`config.mk`:
```
export PLATFORM = sky130hd
export DESIGN_NAME = emp_event_mask
export DESIGN_NICKNAME = d
export VERILOG_FILES = /design/src/core/emp_pkg.sv /design/src/core/emp_event_mask.sv
export VERILOG_INCLUDE_DIRS = /design/src /design/src/core
export SDC_FILE = /design/constraint.sdc
export NUM_CORES = 1
export LEC_CHECK = 0
export BUFFER_PORTS_ARGS = -buffer_cell sky130_fd_sc_hd__buf_2
export CAP_MARGIN = 20
export CORE_MARGIN = 2
export CORE_UTILIZATION = 45
export DETAILED_ROUTE_END_ITERATION = 8
export PLACE_DENSITY = 0.7
export SYNTH_ARGS = -nofsm -noshare
export SYNTH_HDL_FRONTEND = slang
export SYNTH_SLANG_ARGS = --single-unit
```
`constraint.sdc`:
```
create_clock -name sys_clk_i -period 4.7 [get_ports sys_clk_i]
set_clock_uncertainty 0.05 [all_clocks]
set_input_delay 0.705 -clock sys_clk_i [delete_from_list [all_inputs] [get_ports sys_clk_i]]
set_output_delay 0.705 -clock sys_clk_i [all_outputs]
set_load 0.005 [all_outputs]
```
`src/core/emp_regs.svh`:
```
// register map, field positions and reset values of the event mask block
// assumes inclusion by core/emp_pkg.sv and the block file by bare name
// Notes on behaviour
// - mask bit 0 enables interrupt when any phase enters no-load on total power.
// - mask bit 1 enables fundamental no-load interrupt; ignored without fundamental metering.
// - mask bit 2 enables interrupt when any phase enters no-load on apparent power.
// - mask bits 3-8 enable missing zero crossing: VA, VB, VC, IA, IB, IC.
// - mask bits 9-14 enable detected zero crossing: VA, VB, VC, IA, IB, IC.
// - mask bit 15 is writable but inert; reset-done interrupt is never masked.
// - mask bit 16 enables voltage dip interrupt; phase shown in attribution bits 14:12.
// - mask bit 17 enables excess current interrupt; phase shown in bits 5:3.
// - mask bit 18 enables high line interrupt; phase shown in bits 11:9.
// - mask bit 19 enables interrupt when rising VA is followed by VC, not VB.
// - mask bit 20 enables interrupt when |summed current - neutral| exceeds threshold.
// - mask bits 22:21 and 31:25 are reserved, zero, and control nothing.
// - mask bit 23 enables interrupt at end of current peak period.
// - mask bit 24 enables interrupt at end of voltage peak period.
// - attribution bits 3,4,5 mark phase A,B,C current causing excess current.
// - attribution bits 9,10,11 mark phase A,B,C voltage causing high line.
// - attribution bits 12,13,14 mark phase A,B,C voltage causing voltage dip.
// - attribution bits 2:0, 8:6 and 15 are reserved and read zero.
`ifndef EMP_REGS_SVH
`define EMP_REGS_SVH
// register indices; byte address is four times the index
`define EMP_MASK_IDX   16'hE50B
`define EMP_PHSRC_IDX  16'hE600
`define EMP_STAT_IDX   16'hE502
`define EMP_THR_IDX    16'hE510
// status and mask bit positions
`define EMP_B_NL_TOT   0
`define EMP_B_NL_FUND  1
`define EMP_B_NL_APP   2
`define EMP_B_ZC_TO    3
`define EMP_B_ZC_SEEN  9
`define EMP_B_RESET_FINISHED_IRQ  15
`define EMP_B_DIP      16
`define EMP_B_OVI      17
`define EMP_B_OVV      18
`define EMP_B_SEQ      19
`define EMP_B_MISM     20
`define EMP_B_PKI      23
`define EMP_B_PKV      24
// implemented bits of mask and status; the rest is reserved
`define EMP_IMPL_MASK  32'h019F_FFFF
// attribution field low bits and implemented bits
`define EMP_PH_OVI     3
`define EMP_PH_OVV     9
`define EMP_PH_DIP     12
`define EMP_PH_IMPL    16'h7E38
// reset values and bus answers
`define EMP_RST_WORD   32'h0000_0000
`define EMP_RESP_OKAY  2'h0
`define EMP_RESP_SLV   2'h2
`endif

```
`src/core/emp_pkg.sv`:
```
// types of the event mask block: event carrier, sequence states, state record
// assumes emp_regs.svh sits beside it
package emp_pkg;
  `include "emp_regs.svh"

  // three phase flags, bit 0 phase A
  typedef logic [2:0] emp_phase_t;

  // event inputs from the metering detectors, same clock
  typedef struct packed {
    emp_phase_t nl_tot;       // no-load level per phase, total power
    emp_phase_t nl_fund;      // no-load level per phase, fundamental
    emp_phase_t nl_app;       // no-load level per phase, apparent
    logic [5:0] zc_timeout;   // missing crossing pulses VA..IC
    logic [5:0] zc_seen;      // crossing pulses VA..IC
    logic       reset_done;   // reset finished pulse
    logic       dip;          // voltage dip pulse
    emp_phase_t dip_ph;       // phases behind the dip
    logic       ovi;          // excess current pulse
    emp_phase_t ovi_ph;       // phases behind it
    logic       ovv;          // high line pulse
    emp_phase_t ovv_ph;       // phases behind it
    emp_phase_t v_rise;       // rising voltage crossings A,B,C
    logic       pk_i_end;     // current peak period over
    logic       pk_v_end;     // voltage peak period over
  } emp_evt_t;

  // phase order watcher, one-hot
  typedef enum logic [1:0] {
    EMP_SQ_IDLE  = 2'b01,
    EMP_SQ_ARMED = 2'b10
  } emp_seq_t;

  // whole state of the block
  typedef struct packed {
    logic [31:0] mask;
    logic [31:0] status;
    logic [15:0] phsrc;
    logic [31:0] thr;
    emp_phase_t  nl_tot;
    emp_phase_t  nl_fund;
    emp_phase_t  nl_app;
    emp_seq_t    seq;
    logic        aw_have;
    logic        w_have;
    logic [17:0] aw_addr;
    logic [31:0] wdata;
    logic [3:0]  wstrb;
    logic        awready;
    logic        wready;
    logic        bvalid;
    logic [1:0]  bresp;
    logic        arready;
    logic        rvalid;
    logic [1:0]  rresp;
    logic [31:0] rdata;
    logic        irq;
  } emp_state_t;
endpackage : emp_pkg

```
`src/core/emp_event_mask.sv`:
```
// event interrupt mask, sticky status and phase attribution with AXI4-Lite slave
// assumes detectors on sys_clk_i deliver pulses and levels; no synchronisers needed
//
// Added by the designer: the AXI4-Lite slave port.
`timescale 1ns/1ps
`include "emp_regs.svh"
module emp_event_mask #(
  parameter int ADDR_W      = 18,  // AXI address width
  parameter int SAMPLE_W    = 28,  // width of current samples
  parameter bit FUND_METER  = 1'b1 // fundamental metering present
) (
  input  wire logic                sys_clk_i,     // block clock, 250 MHz
  input  wire logic                srst_i,        // sync reset, high
  input  wire emp_pkg::emp_evt_t   evt_i,         // detector events
  input  wire logic [SAMPLE_W-1:0] sum_cur_i,     // summed phase current
  input  wire logic [SAMPLE_W-1:0] neut_cur_i,    // neutral current sample
  input  wire logic                cur_valid_i,   // both samples valid
  input  wire logic [ADDR_W-1:0]   s_awaddr_i,    // write address
  input  wire logic                s_awvalid_i,   // write address valid
  output logic                     s_awready_o,   // write address ready
  input  wire logic [31:0]         s_wdata_i,     // write data
  input  wire logic [3:0]          s_wstrb_i,     // byte enables
  input  wire logic                s_wvalid_i,    // write data valid
  output logic                     s_wready_o,    // write data ready
  output logic [1:0]               s_bresp_o,     // write response
  output logic                     s_bvalid_o,    // write response valid
  input  wire logic                s_bready_i,    // response taken
  input  wire logic [ADDR_W-1:0]   s_araddr_i,    // read address
  input  wire logic                s_arvalid_i,   // read address valid
  output logic                     s_arready_o,   // read address ready
  output logic [31:0]              s_rdata_o,     // read data
  output logic [1:0]               s_rresp_o,     // read response
  output logic                     s_rvalid_o,    // read data valid
  input  wire logic                s_rready_i,    // read data taken
  output logic                     irq_o          // level interrupt, high
);
  import emp_pkg::*;

  // ------------------------------------------------------------------
  // elaboration checks
  // ------------------------------------------------------------------
  if (ADDR_W < 18) begin : g_bad_addr
    $error("ADDR_W must reach the highest register");
  end
  // the widened difference must leave at least one pad bit in a 32-bit word
  if (SAMPLE_W < 2 || SAMPLE_W > 30) begin : g_bad_sample
    $error("SAMPLE_W out of range");
  end

  // ------------------------------------------------------------------
  // helpers
  // ------------------------------------------------------------------
  // byte-enable merge, used for every writable register
  function automatic logic [31:0] merge(input logic [31:0] old,
                                        input logic [31:0] nw,
                                        input logic [3:0]  be);
    logic [31:0] r;
    r = old;
    for (int i = 0; i < 4; i++) begin
      if (be[i]) r[i*8 +: 8] = nw[i*8 +: 8];
    end
    return r;
  endfunction : merge

  // byte address of a register index
  function automatic logic [17:0] addr_of(input logic [15:0] idx);
    return {idx, 2'b00};
  endfunction : addr_of

  // absolute difference of two signed samples, one bit wider
  function automatic logic [SAMPLE_W:0] abs_diff(input logic [SAMPLE_W-1:0] a,
                                                 input logic [SAMPLE_W-1:0] b);
    logic signed [SAMPLE_W:0] d;
    d = $signed({a[SAMPLE_W-1], a}) - $signed({b[SAMPLE_W-1], b});
    return d[SAMPLE_W] ? (SAMPLE_W+1)'(0) - d : d;
  endfunction : abs_diff

  emp_state_t  st_q;
  emp_state_t  st_d;
  logic [31:0] set_v;
  logic [31:0] clr_v;
  logic [31:0] eff_mask;
  logic [17:0] ar_a;
  logic [17:0] wr_a;
  logic        do_wr;
  logic        mism;

  // ------------------------------------------------------------------
  // event collection
  // ------------------------------------------------------------------
  // no-load interrupts fire on entry only, so hold last level per phase;
  // differencing the sample pair one bit wider avoids overflow wraps
  always_comb begin
    set_v = `EMP_RST_WORD;
    mism  = cur_valid_i &&
            ({{(32-SAMPLE_W-1){1'b0}}, abs_diff(sum_cur_i, neut_cur_i)}
             > st_q.thr);
    set_v[`EMP_B_NL_TOT]  = |(evt_i.nl_tot & ~st_q.nl_tot);
    set_v[`EMP_B_NL_FUND] = FUND_METER &&
                            |(evt_i.nl_fund & ~st_q.nl_fund);
    set_v[`EMP_B_NL_APP]  = |(evt_i.nl_app & ~st_q.nl_app);
    set_v[`EMP_B_ZC_TO +: 6]   = evt_i.zc_timeout;
    set_v[`EMP_B_ZC_SEEN +: 6] = evt_i.zc_seen;
    set_v[`EMP_B_RESET_FINISHED_IRQ] = evt_i.reset_done;
    set_v[`EMP_B_DIP]     = evt_i.dip;
    set_v[`EMP_B_OVI]     = evt_i.ovi;
    set_v[`EMP_B_OVV]     = evt_i.ovv;
    set_v[`EMP_B_SEQ]     = (st_q.seq == EMP_SQ_ARMED) &&
                            evt_i.v_rise[2] && !evt_i.v_rise[1];
    set_v[`EMP_B_MISM]    = mism;
    set_v[`EMP_B_PKI]     = evt_i.pk_i_end;
    set_v[`EMP_B_PKV]     = evt_i.pk_v_end;
  end

  // ------------------------------------------------------------------
  // bus decode
  // ------------------------------------------------------------------
  assign ar_a  = s_araddr_i[17:0];
  assign wr_a  = st_q.aw_addr;
  assign do_wr = st_q.aw_have && st_q.w_have && !st_q.bvalid;
  // write-one-to-clear on status, only the enabled bytes
  assign clr_v = (do_wr && wr_a == addr_of(`EMP_STAT_IDX)) ?
                 merge(`EMP_RST_WORD, st_q.wdata, st_q.wstrb) : `EMP_RST_WORD;

  // ------------------------------------------------------------------
  // next state
  // ------------------------------------------------------------------
  always_comb begin
    st_d = st_q;

    // level history for entry detection
    st_d.nl_tot  = evt_i.nl_tot;
    st_d.nl_fund = evt_i.nl_fund;
    st_d.nl_app  = evt_i.nl_app;

    // phase order: A rising arms, B next is healthy, C next is a fault
    case (st_q.seq)
      EMP_SQ_IDLE: begin
        if (evt_i.v_rise[0]) st_d.seq = EMP_SQ_ARMED;
      end
      EMP_SQ_ARMED: begin
        if (evt_i.v_rise[1] || evt_i.v_rise[2]) begin
          st_d.seq = evt_i.v_rise[0] ? EMP_SQ_ARMED : EMP_SQ_IDLE;
        end
      end
      default: st_d.seq = EMP_SQ_IDLE;
    endcase

    // sticky status: a new event wins over a clear in the same cycle
    st_d.status = ((st_q.status & ~clr_v) | set_v) & `EMP_IMPL_MASK;

    // attribution follows its status bit: cleared with it, set with events
    if (clr_v[`EMP_B_OVI]) st_d.phsrc[`EMP_PH_OVI +: 3] = 3'h0;
    if (clr_v[`EMP_B_OVV]) st_d.phsrc[`EMP_PH_OVV +: 3] = 3'h0;
    if (clr_v[`EMP_B_DIP]) st_d.phsrc[`EMP_PH_DIP +: 3] = 3'h0;
    if (evt_i.ovi) begin
      st_d.phsrc[`EMP_PH_OVI +: 3] = st_d.phsrc[`EMP_PH_OVI +: 3] | evt_i.ovi_ph;
    end
    if (evt_i.ovv) begin
      st_d.phsrc[`EMP_PH_OVV +: 3] = st_d.phsrc[`EMP_PH_OVV +: 3] | evt_i.ovv_ph;
    end
    if (evt_i.dip) begin
      st_d.phsrc[`EMP_PH_DIP +: 3] = st_d.phsrc[`EMP_PH_DIP +: 3] | evt_i.dip_ph;
    end
    st_d.phsrc = st_d.phsrc & `EMP_PH_IMPL;

    // write address and data are taken independently, in either order
    if (s_awvalid_i && st_q.awready) begin
      st_d.aw_have = 1'b1;
      st_d.aw_addr = s_awaddr_i[17:0];
    end
    if (s_wvalid_i && st_q.wready) begin
      st_d.w_have = 1'b1;
      st_d.wdata  = s_wdata_i;
      st_d.wstrb  = s_wstrb_i;
    end

    // perform the write once both halves are held
    if (do_wr) begin
      st_d.aw_have = 1'b0;
      st_d.w_have  = 1'b0;
      st_d.bvalid  = 1'b1;
      st_d.bresp   = `EMP_RESP_OKAY;
      case (wr_a)
        addr_of(`EMP_MASK_IDX): begin
          // bit 15 is stored but gates nothing; reserved bits stay zero
          st_d.mask = merge(st_q.mask, st_q.wdata, st_q.wstrb)
                      & `EMP_IMPL_MASK;
        end
        addr_of(`EMP_THR_IDX): begin
          st_d.thr = merge(st_q.thr, st_q.wdata, st_q.wstrb);
        end
        addr_of(`EMP_STAT_IDX): begin
          st_d.bresp = `EMP_RESP_OKAY;
        end
        addr_of(`EMP_PHSRC_IDX): begin
          st_d.bresp = `EMP_RESP_OKAY;                            // read-only, ignored
        end
        default: st_d.bresp = `EMP_RESP_SLV;
      endcase
    end else if (st_q.bvalid && s_bready_i) begin
      st_d.bvalid = 1'b0;
    end

    // reads answer one cycle after the address is taken
    if (s_arvalid_i && st_q.arready) begin
      st_d.rvalid = 1'b1;
      st_d.rresp  = `EMP_RESP_OKAY;
      case (ar_a)
        addr_of(`EMP_MASK_IDX):  st_d.rdata = st_q.mask;
        addr_of(`EMP_STAT_IDX):  st_d.rdata = st_q.status;
        addr_of(`EMP_THR_IDX):   st_d.rdata = st_q.thr;
        addr_of(`EMP_PHSRC_IDX): st_d.rdata = {16'h0000, st_q.phsrc};
        default: begin
          st_d.rdata = `EMP_RST_WORD;
          st_d.rresp = `EMP_RESP_SLV;
        end
      endcase
    end else if (st_q.rvalid && s_rready_i) begin
      st_d.rvalid = 1'b0;
    end

    // one transaction per direction: ready again only when idle
    st_d.awready = !st_d.aw_have && !st_d.bvalid;
    st_d.wready  = !st_d.w_have && !st_d.bvalid;
    st_d.arready = !st_d.rvalid;

    // effective gate: reset-done always on, fundamental bit dropped if absent;
    // kept in this process so the next-state record feeds no second process
    eff_mask = st_d.mask & `EMP_IMPL_MASK;
    eff_mask[`EMP_B_RESET_FINISHED_IRQ] = 1'b1;
    if (!FUND_METER) eff_mask[`EMP_B_NL_FUND] = 1'b0;

    // interrupt from the next state so the pin is a plain flop
    st_d.irq = |(st_d.status & eff_mask);
  end

  // ------------------------------------------------------------------
  // state register
  // ------------------------------------------------------------------
  always_ff @(posedge sys_clk_i) begin
    if (srst_i) begin
      st_q     <= '0;
      st_q.seq <= EMP_SQ_IDLE;
    end else begin
      st_q <= st_d;
    end
  end

  // outputs straight from the state register
  assign s_awready_o = st_q.awready;
  assign s_wready_o  = st_q.wready;
  assign s_bvalid_o  = st_q.bvalid;
  assign s_bresp_o   = st_q.bresp;
  assign s_arready_o = st_q.arready;
  assign s_rvalid_o  = st_q.rvalid;
  assign s_rdata_o   = st_q.rdata;
  assign s_rresp_o   = st_q.rresp;
  assign irq_o       = st_q.irq;
endmodule : emp_event_mask

```
==> metrics.md <==
| Metric | Value |
|---|---|
| Final setup viols | 0 |
| Startpoint Class | primary input |
| Async SR Flop Fraction | 0% |
| DR DRC count | 0 |
| Peak supply drop | 286 uV |
| Most common cell after layout, fill and taps aside | nand2_1 |
| Placer Congestion | 0.902 |
| Post-Place Cells | 1967 |
| Boundary Pins | 217 |
| Crit path kind | primary input to flip-flop |
| H-tree levels | 4 |
| Port Buf Inserts | 214 |
| CTS Buf Count | 17 |
| Total power | 4.34 mW |
| Final hold viol count | 0 |
| Post-Layout Inst Area | 0.0138 mm2 |
| Status | completed |
| Clock sink total | 194 |
| Final hold slack | 0.401 ns |
| Max cap viols | 0 |
| RR Startpoint | wr_a[12]$_SDFFE_PP0P_ |
| HPWL after DPL | 24500 um |
| Bufs and invs on worst path | 2 |
| Main synth FF type | dfxtp_1 |
| RR Endpoint | irq_o$_SDFF_PP0_ |
| Power per cell area | 315 mW/mm2 |
| WP data arrival | 4.77 ns |
| Vias per cell | 5.41 |
| Die H | 160 um |
| Mean Syn Cell Area | 7.69 um2 |
| Tcrit/Tclk final | 96.5% |
| Most frequent cells in the layout | 266 x nand2_1, 211 x buf_2, 194 x dfxtp_1 |
| Die Width | 160 um |
| Hold buffers post-CTS | 0 |
| Crit path from | sum_cur_i[2] |
| Distinct cell type count after synthesis | 76 |
| Grt met2 use | 39.4% |
| CTS tree | done |
| FP Rows | 57 |
| Crit path depth | 22 |
| Met3 GRT Util | 4.94% |
| Reg2Reg Depth | 9 |
| Root Driver | clkbuf_16 |
| Grt total ovfl | 0 |
| Post-layout minimum cycle time | 4.53 ns |
| Maximum root-to-sink buffer count | 2 |
| Die area | 0.0256 mm2 |
| Vias | 10900 |
| Drt total wl | 32100 um |
| Worst skew pair latency | 0.43 ns |
| CP Capture Type | flip-flop |
| Global routing's busiest layer | met2 |
| WL/cell | 15.9 um |
| Critical Path Max Stage Delay | 0.39 ns |
| Mapped Area | 0.0109 mm2 |
| Post-synthesis sequential area ratio | 35.5% |
| Synth Register Bits | 194 |
| Place WS | -0.514 ns |
| Layout Nets | 1912 |
| Worst-margin pin slew | 0.771 ns |
| Critical path's top delay family | compound AO/OA/AOI/OAI gates |
| Number of global-route vias before repair | 10400 |
| Filler cells | 2313 |
| Min-Delay Path Class | flip-flop to flip-flop |
| Clk slew on worst S/H paths | 0.07 ns |
| Slew headroom | 48.6% |
| Initial Utilization | 45.4% |
| Critical path fanouts, max | 7 |
| Initial antenna violation count | 3 |
| Pin count of the biggest net entering global routing | 107 |
| Core Footprint | 0.0241 mm2 |
| Final slew viol count | 0 |
| CP required | 4.94 ns |
| Layout area overhead | 25.8% |
| FMAX | 221 MHz |
| Iteration count of the initial detailed-routing pass | 6 |
| Post-DP Area | 0.0128 mm2 |
| Flop2flop setup slack | 1.53 ns |
| Ys Warns | 0 |
| Post-DRT Antenna Nets | 0 |
| Leakage power | 5.85 nW |
| Total GRT Usage | 24.4% |
| Post-route insts no fill | 2014 |
| Share of layout cells above drive strength 1 | 26.0% |
| Crit-path cells | buf_2 > ha_1 > o211ai_2 > a21oi_4 > buf_4 > o211ai_4 > nand3_1 > xor2_1 > or3_4 > or2_1 > o31ai_2 > xnor2_1 > ha_1 > a21o_1 > a21o_1 > a21oi_2 > o21ai_1 > a211oi_1 > or3_1 > o2111ai_2 > a22oi_2 > o31ai_1 |
| Iter 0 DRT Violations | 898 |
| RSZ-0062 raised after global routing | yes |
| Mapped Cells | 1421 |
| First-pass GRT wire length | 51300 um |
| Post-synth EDFFs | 0 |
| Fin worst setup slack | 0.167 ns |
| Met1 Resource Use GR | 33.3% |
| Setup crit end | irq_o$_SDFF_PP0_ |
| Slowest-stage cell, CP | or3_4 |
-- synthesized netlist by cell type, types with 28 or more instances --
library cell | count | area, um2
a21oi_1 | 185 | 926
a22oi_1 | 28 | 210
buf_4 | 36 | 270
clkbuf_1 | 52 | 195
dfxtp_1 | 194 | 3880
ha_1 | 60 | 751
inv_1 | 71 | 267
nand2_1 | 266 | 998
nor2_1 | 141 | 529
o21ai_0 | 33 | 165
xnor2_1 | 32 | 280
-- power breakdown --
group          total [mW]  internal (mW)  switching, mW
logic                1.17          0.569          0.598
clock network        1.43          0.799          0.627
registers            1.74           1.70         0.0437
-- cells by family (layout without fill, tap and decap cells) --
logic type | after synthesis | count (layout) | synth area share [%]
xor gates and xnor gates | 42 | 42 | 3.36
buffers and inverters | 179 | 445 | 7.61
and+or+nand+nor | 552 | 552 | 23.1
muxes | 24 | 24 | 2.20
adders and majority gates | 61 | 61 | 7.05
DFF | 194 | 194 | 35.5
other | 1 | 4 | 0.0343
AOI/OAI and AO/OA | 368 | 368 | 21.1
-- layout make-up --
cell class	instances	area, um2	share of cell area, %
antenna	2	5.00	0.0364
inverter	71	269	1.96
clock buffer	20	447	3.25
clock inverter	11	126	0.919
multi-input combinational	1049	6520	47.4
tap	324	405	2.95
sequential	194	3880	28.2
timing repair buffer	343	2100	15.2
-- worst min-delay path by stage --
stage / cells after the start / end / from
after floorplan: 2 / s_rdata_o[21]$_SDFFE_PP0P_ / s_rdata_o[21]$_SDFFE_PP0P_
final: 2 / s_rdata_o[30]$_SDFFE_PP0P_ / s_rdata_o[30]$_SDFFE_PP0P_
after global placement: 2 / s_rdata_o[27]$_SDFFE_PP0P_ / s_rdata_o[27]$_SDFFE_PP0P_
after CTS: 2 / s_rdata_o[30]$_SDFFE_PP0P_ / s_rdata_o[30]$_SDFFE_PP0P_
after global routing: 2 / st_q[139]$_SDFFE_PP0P_ / st_q[76]$_SDFFE_PP0P_
after detailed placement: 2 / s_rdata_o[30]$_SDFFE_PP0P_ / s_rdata_o[30]$_SDFFE_PP0P_
-- sequential cells by signal (all words and copies together), names as in the netlist --
name / flops
s_rresp_o: 1
s_bresp_o: 1
s_bvalid_o: 1
st_q: 136
s_awready_o: 1
s_wready_o: 1
s_rdata_o: 32
irq_o: 1
s_arready_o: 1
s_rvalid_o: 1
wr_a: 18
-- tightest hold or removal path: stages (launching register included) --
cell and delay [ns]:
dfxtp_1 0.31, nand2_1 0.05, a21oi_1 0.05
-- stage by stage --
step | setup TNS (ns) | utilization (%)
final | 0 | 57.1
after global routing | -0.0915 | 57.0
after global placement | -0.743 | 53.0
after detailed placement | -0.988 | 53.0
after floorplan | 0 | -
after CTS | 0 | 55.5
-- layer usage --
layer  vias to the layer above  share of wire [%]
li1                       5401                  -
met1                      5062                 46
met2                       374                 45
met3                        55                7.1
met4                         0                2.1
met5                         -                  0
-- timing repair --
| item | CTS | global route |
|---|---|---|
| resized for setup | 6 | 52 |
| cloned | 0 | 1 |
| setup endpoints to repair | 2 | 2 |
| pin swaps | 2 | 41 |
| setup buffers | 1 | 13 |
Power figures use the tool's default switching activity.
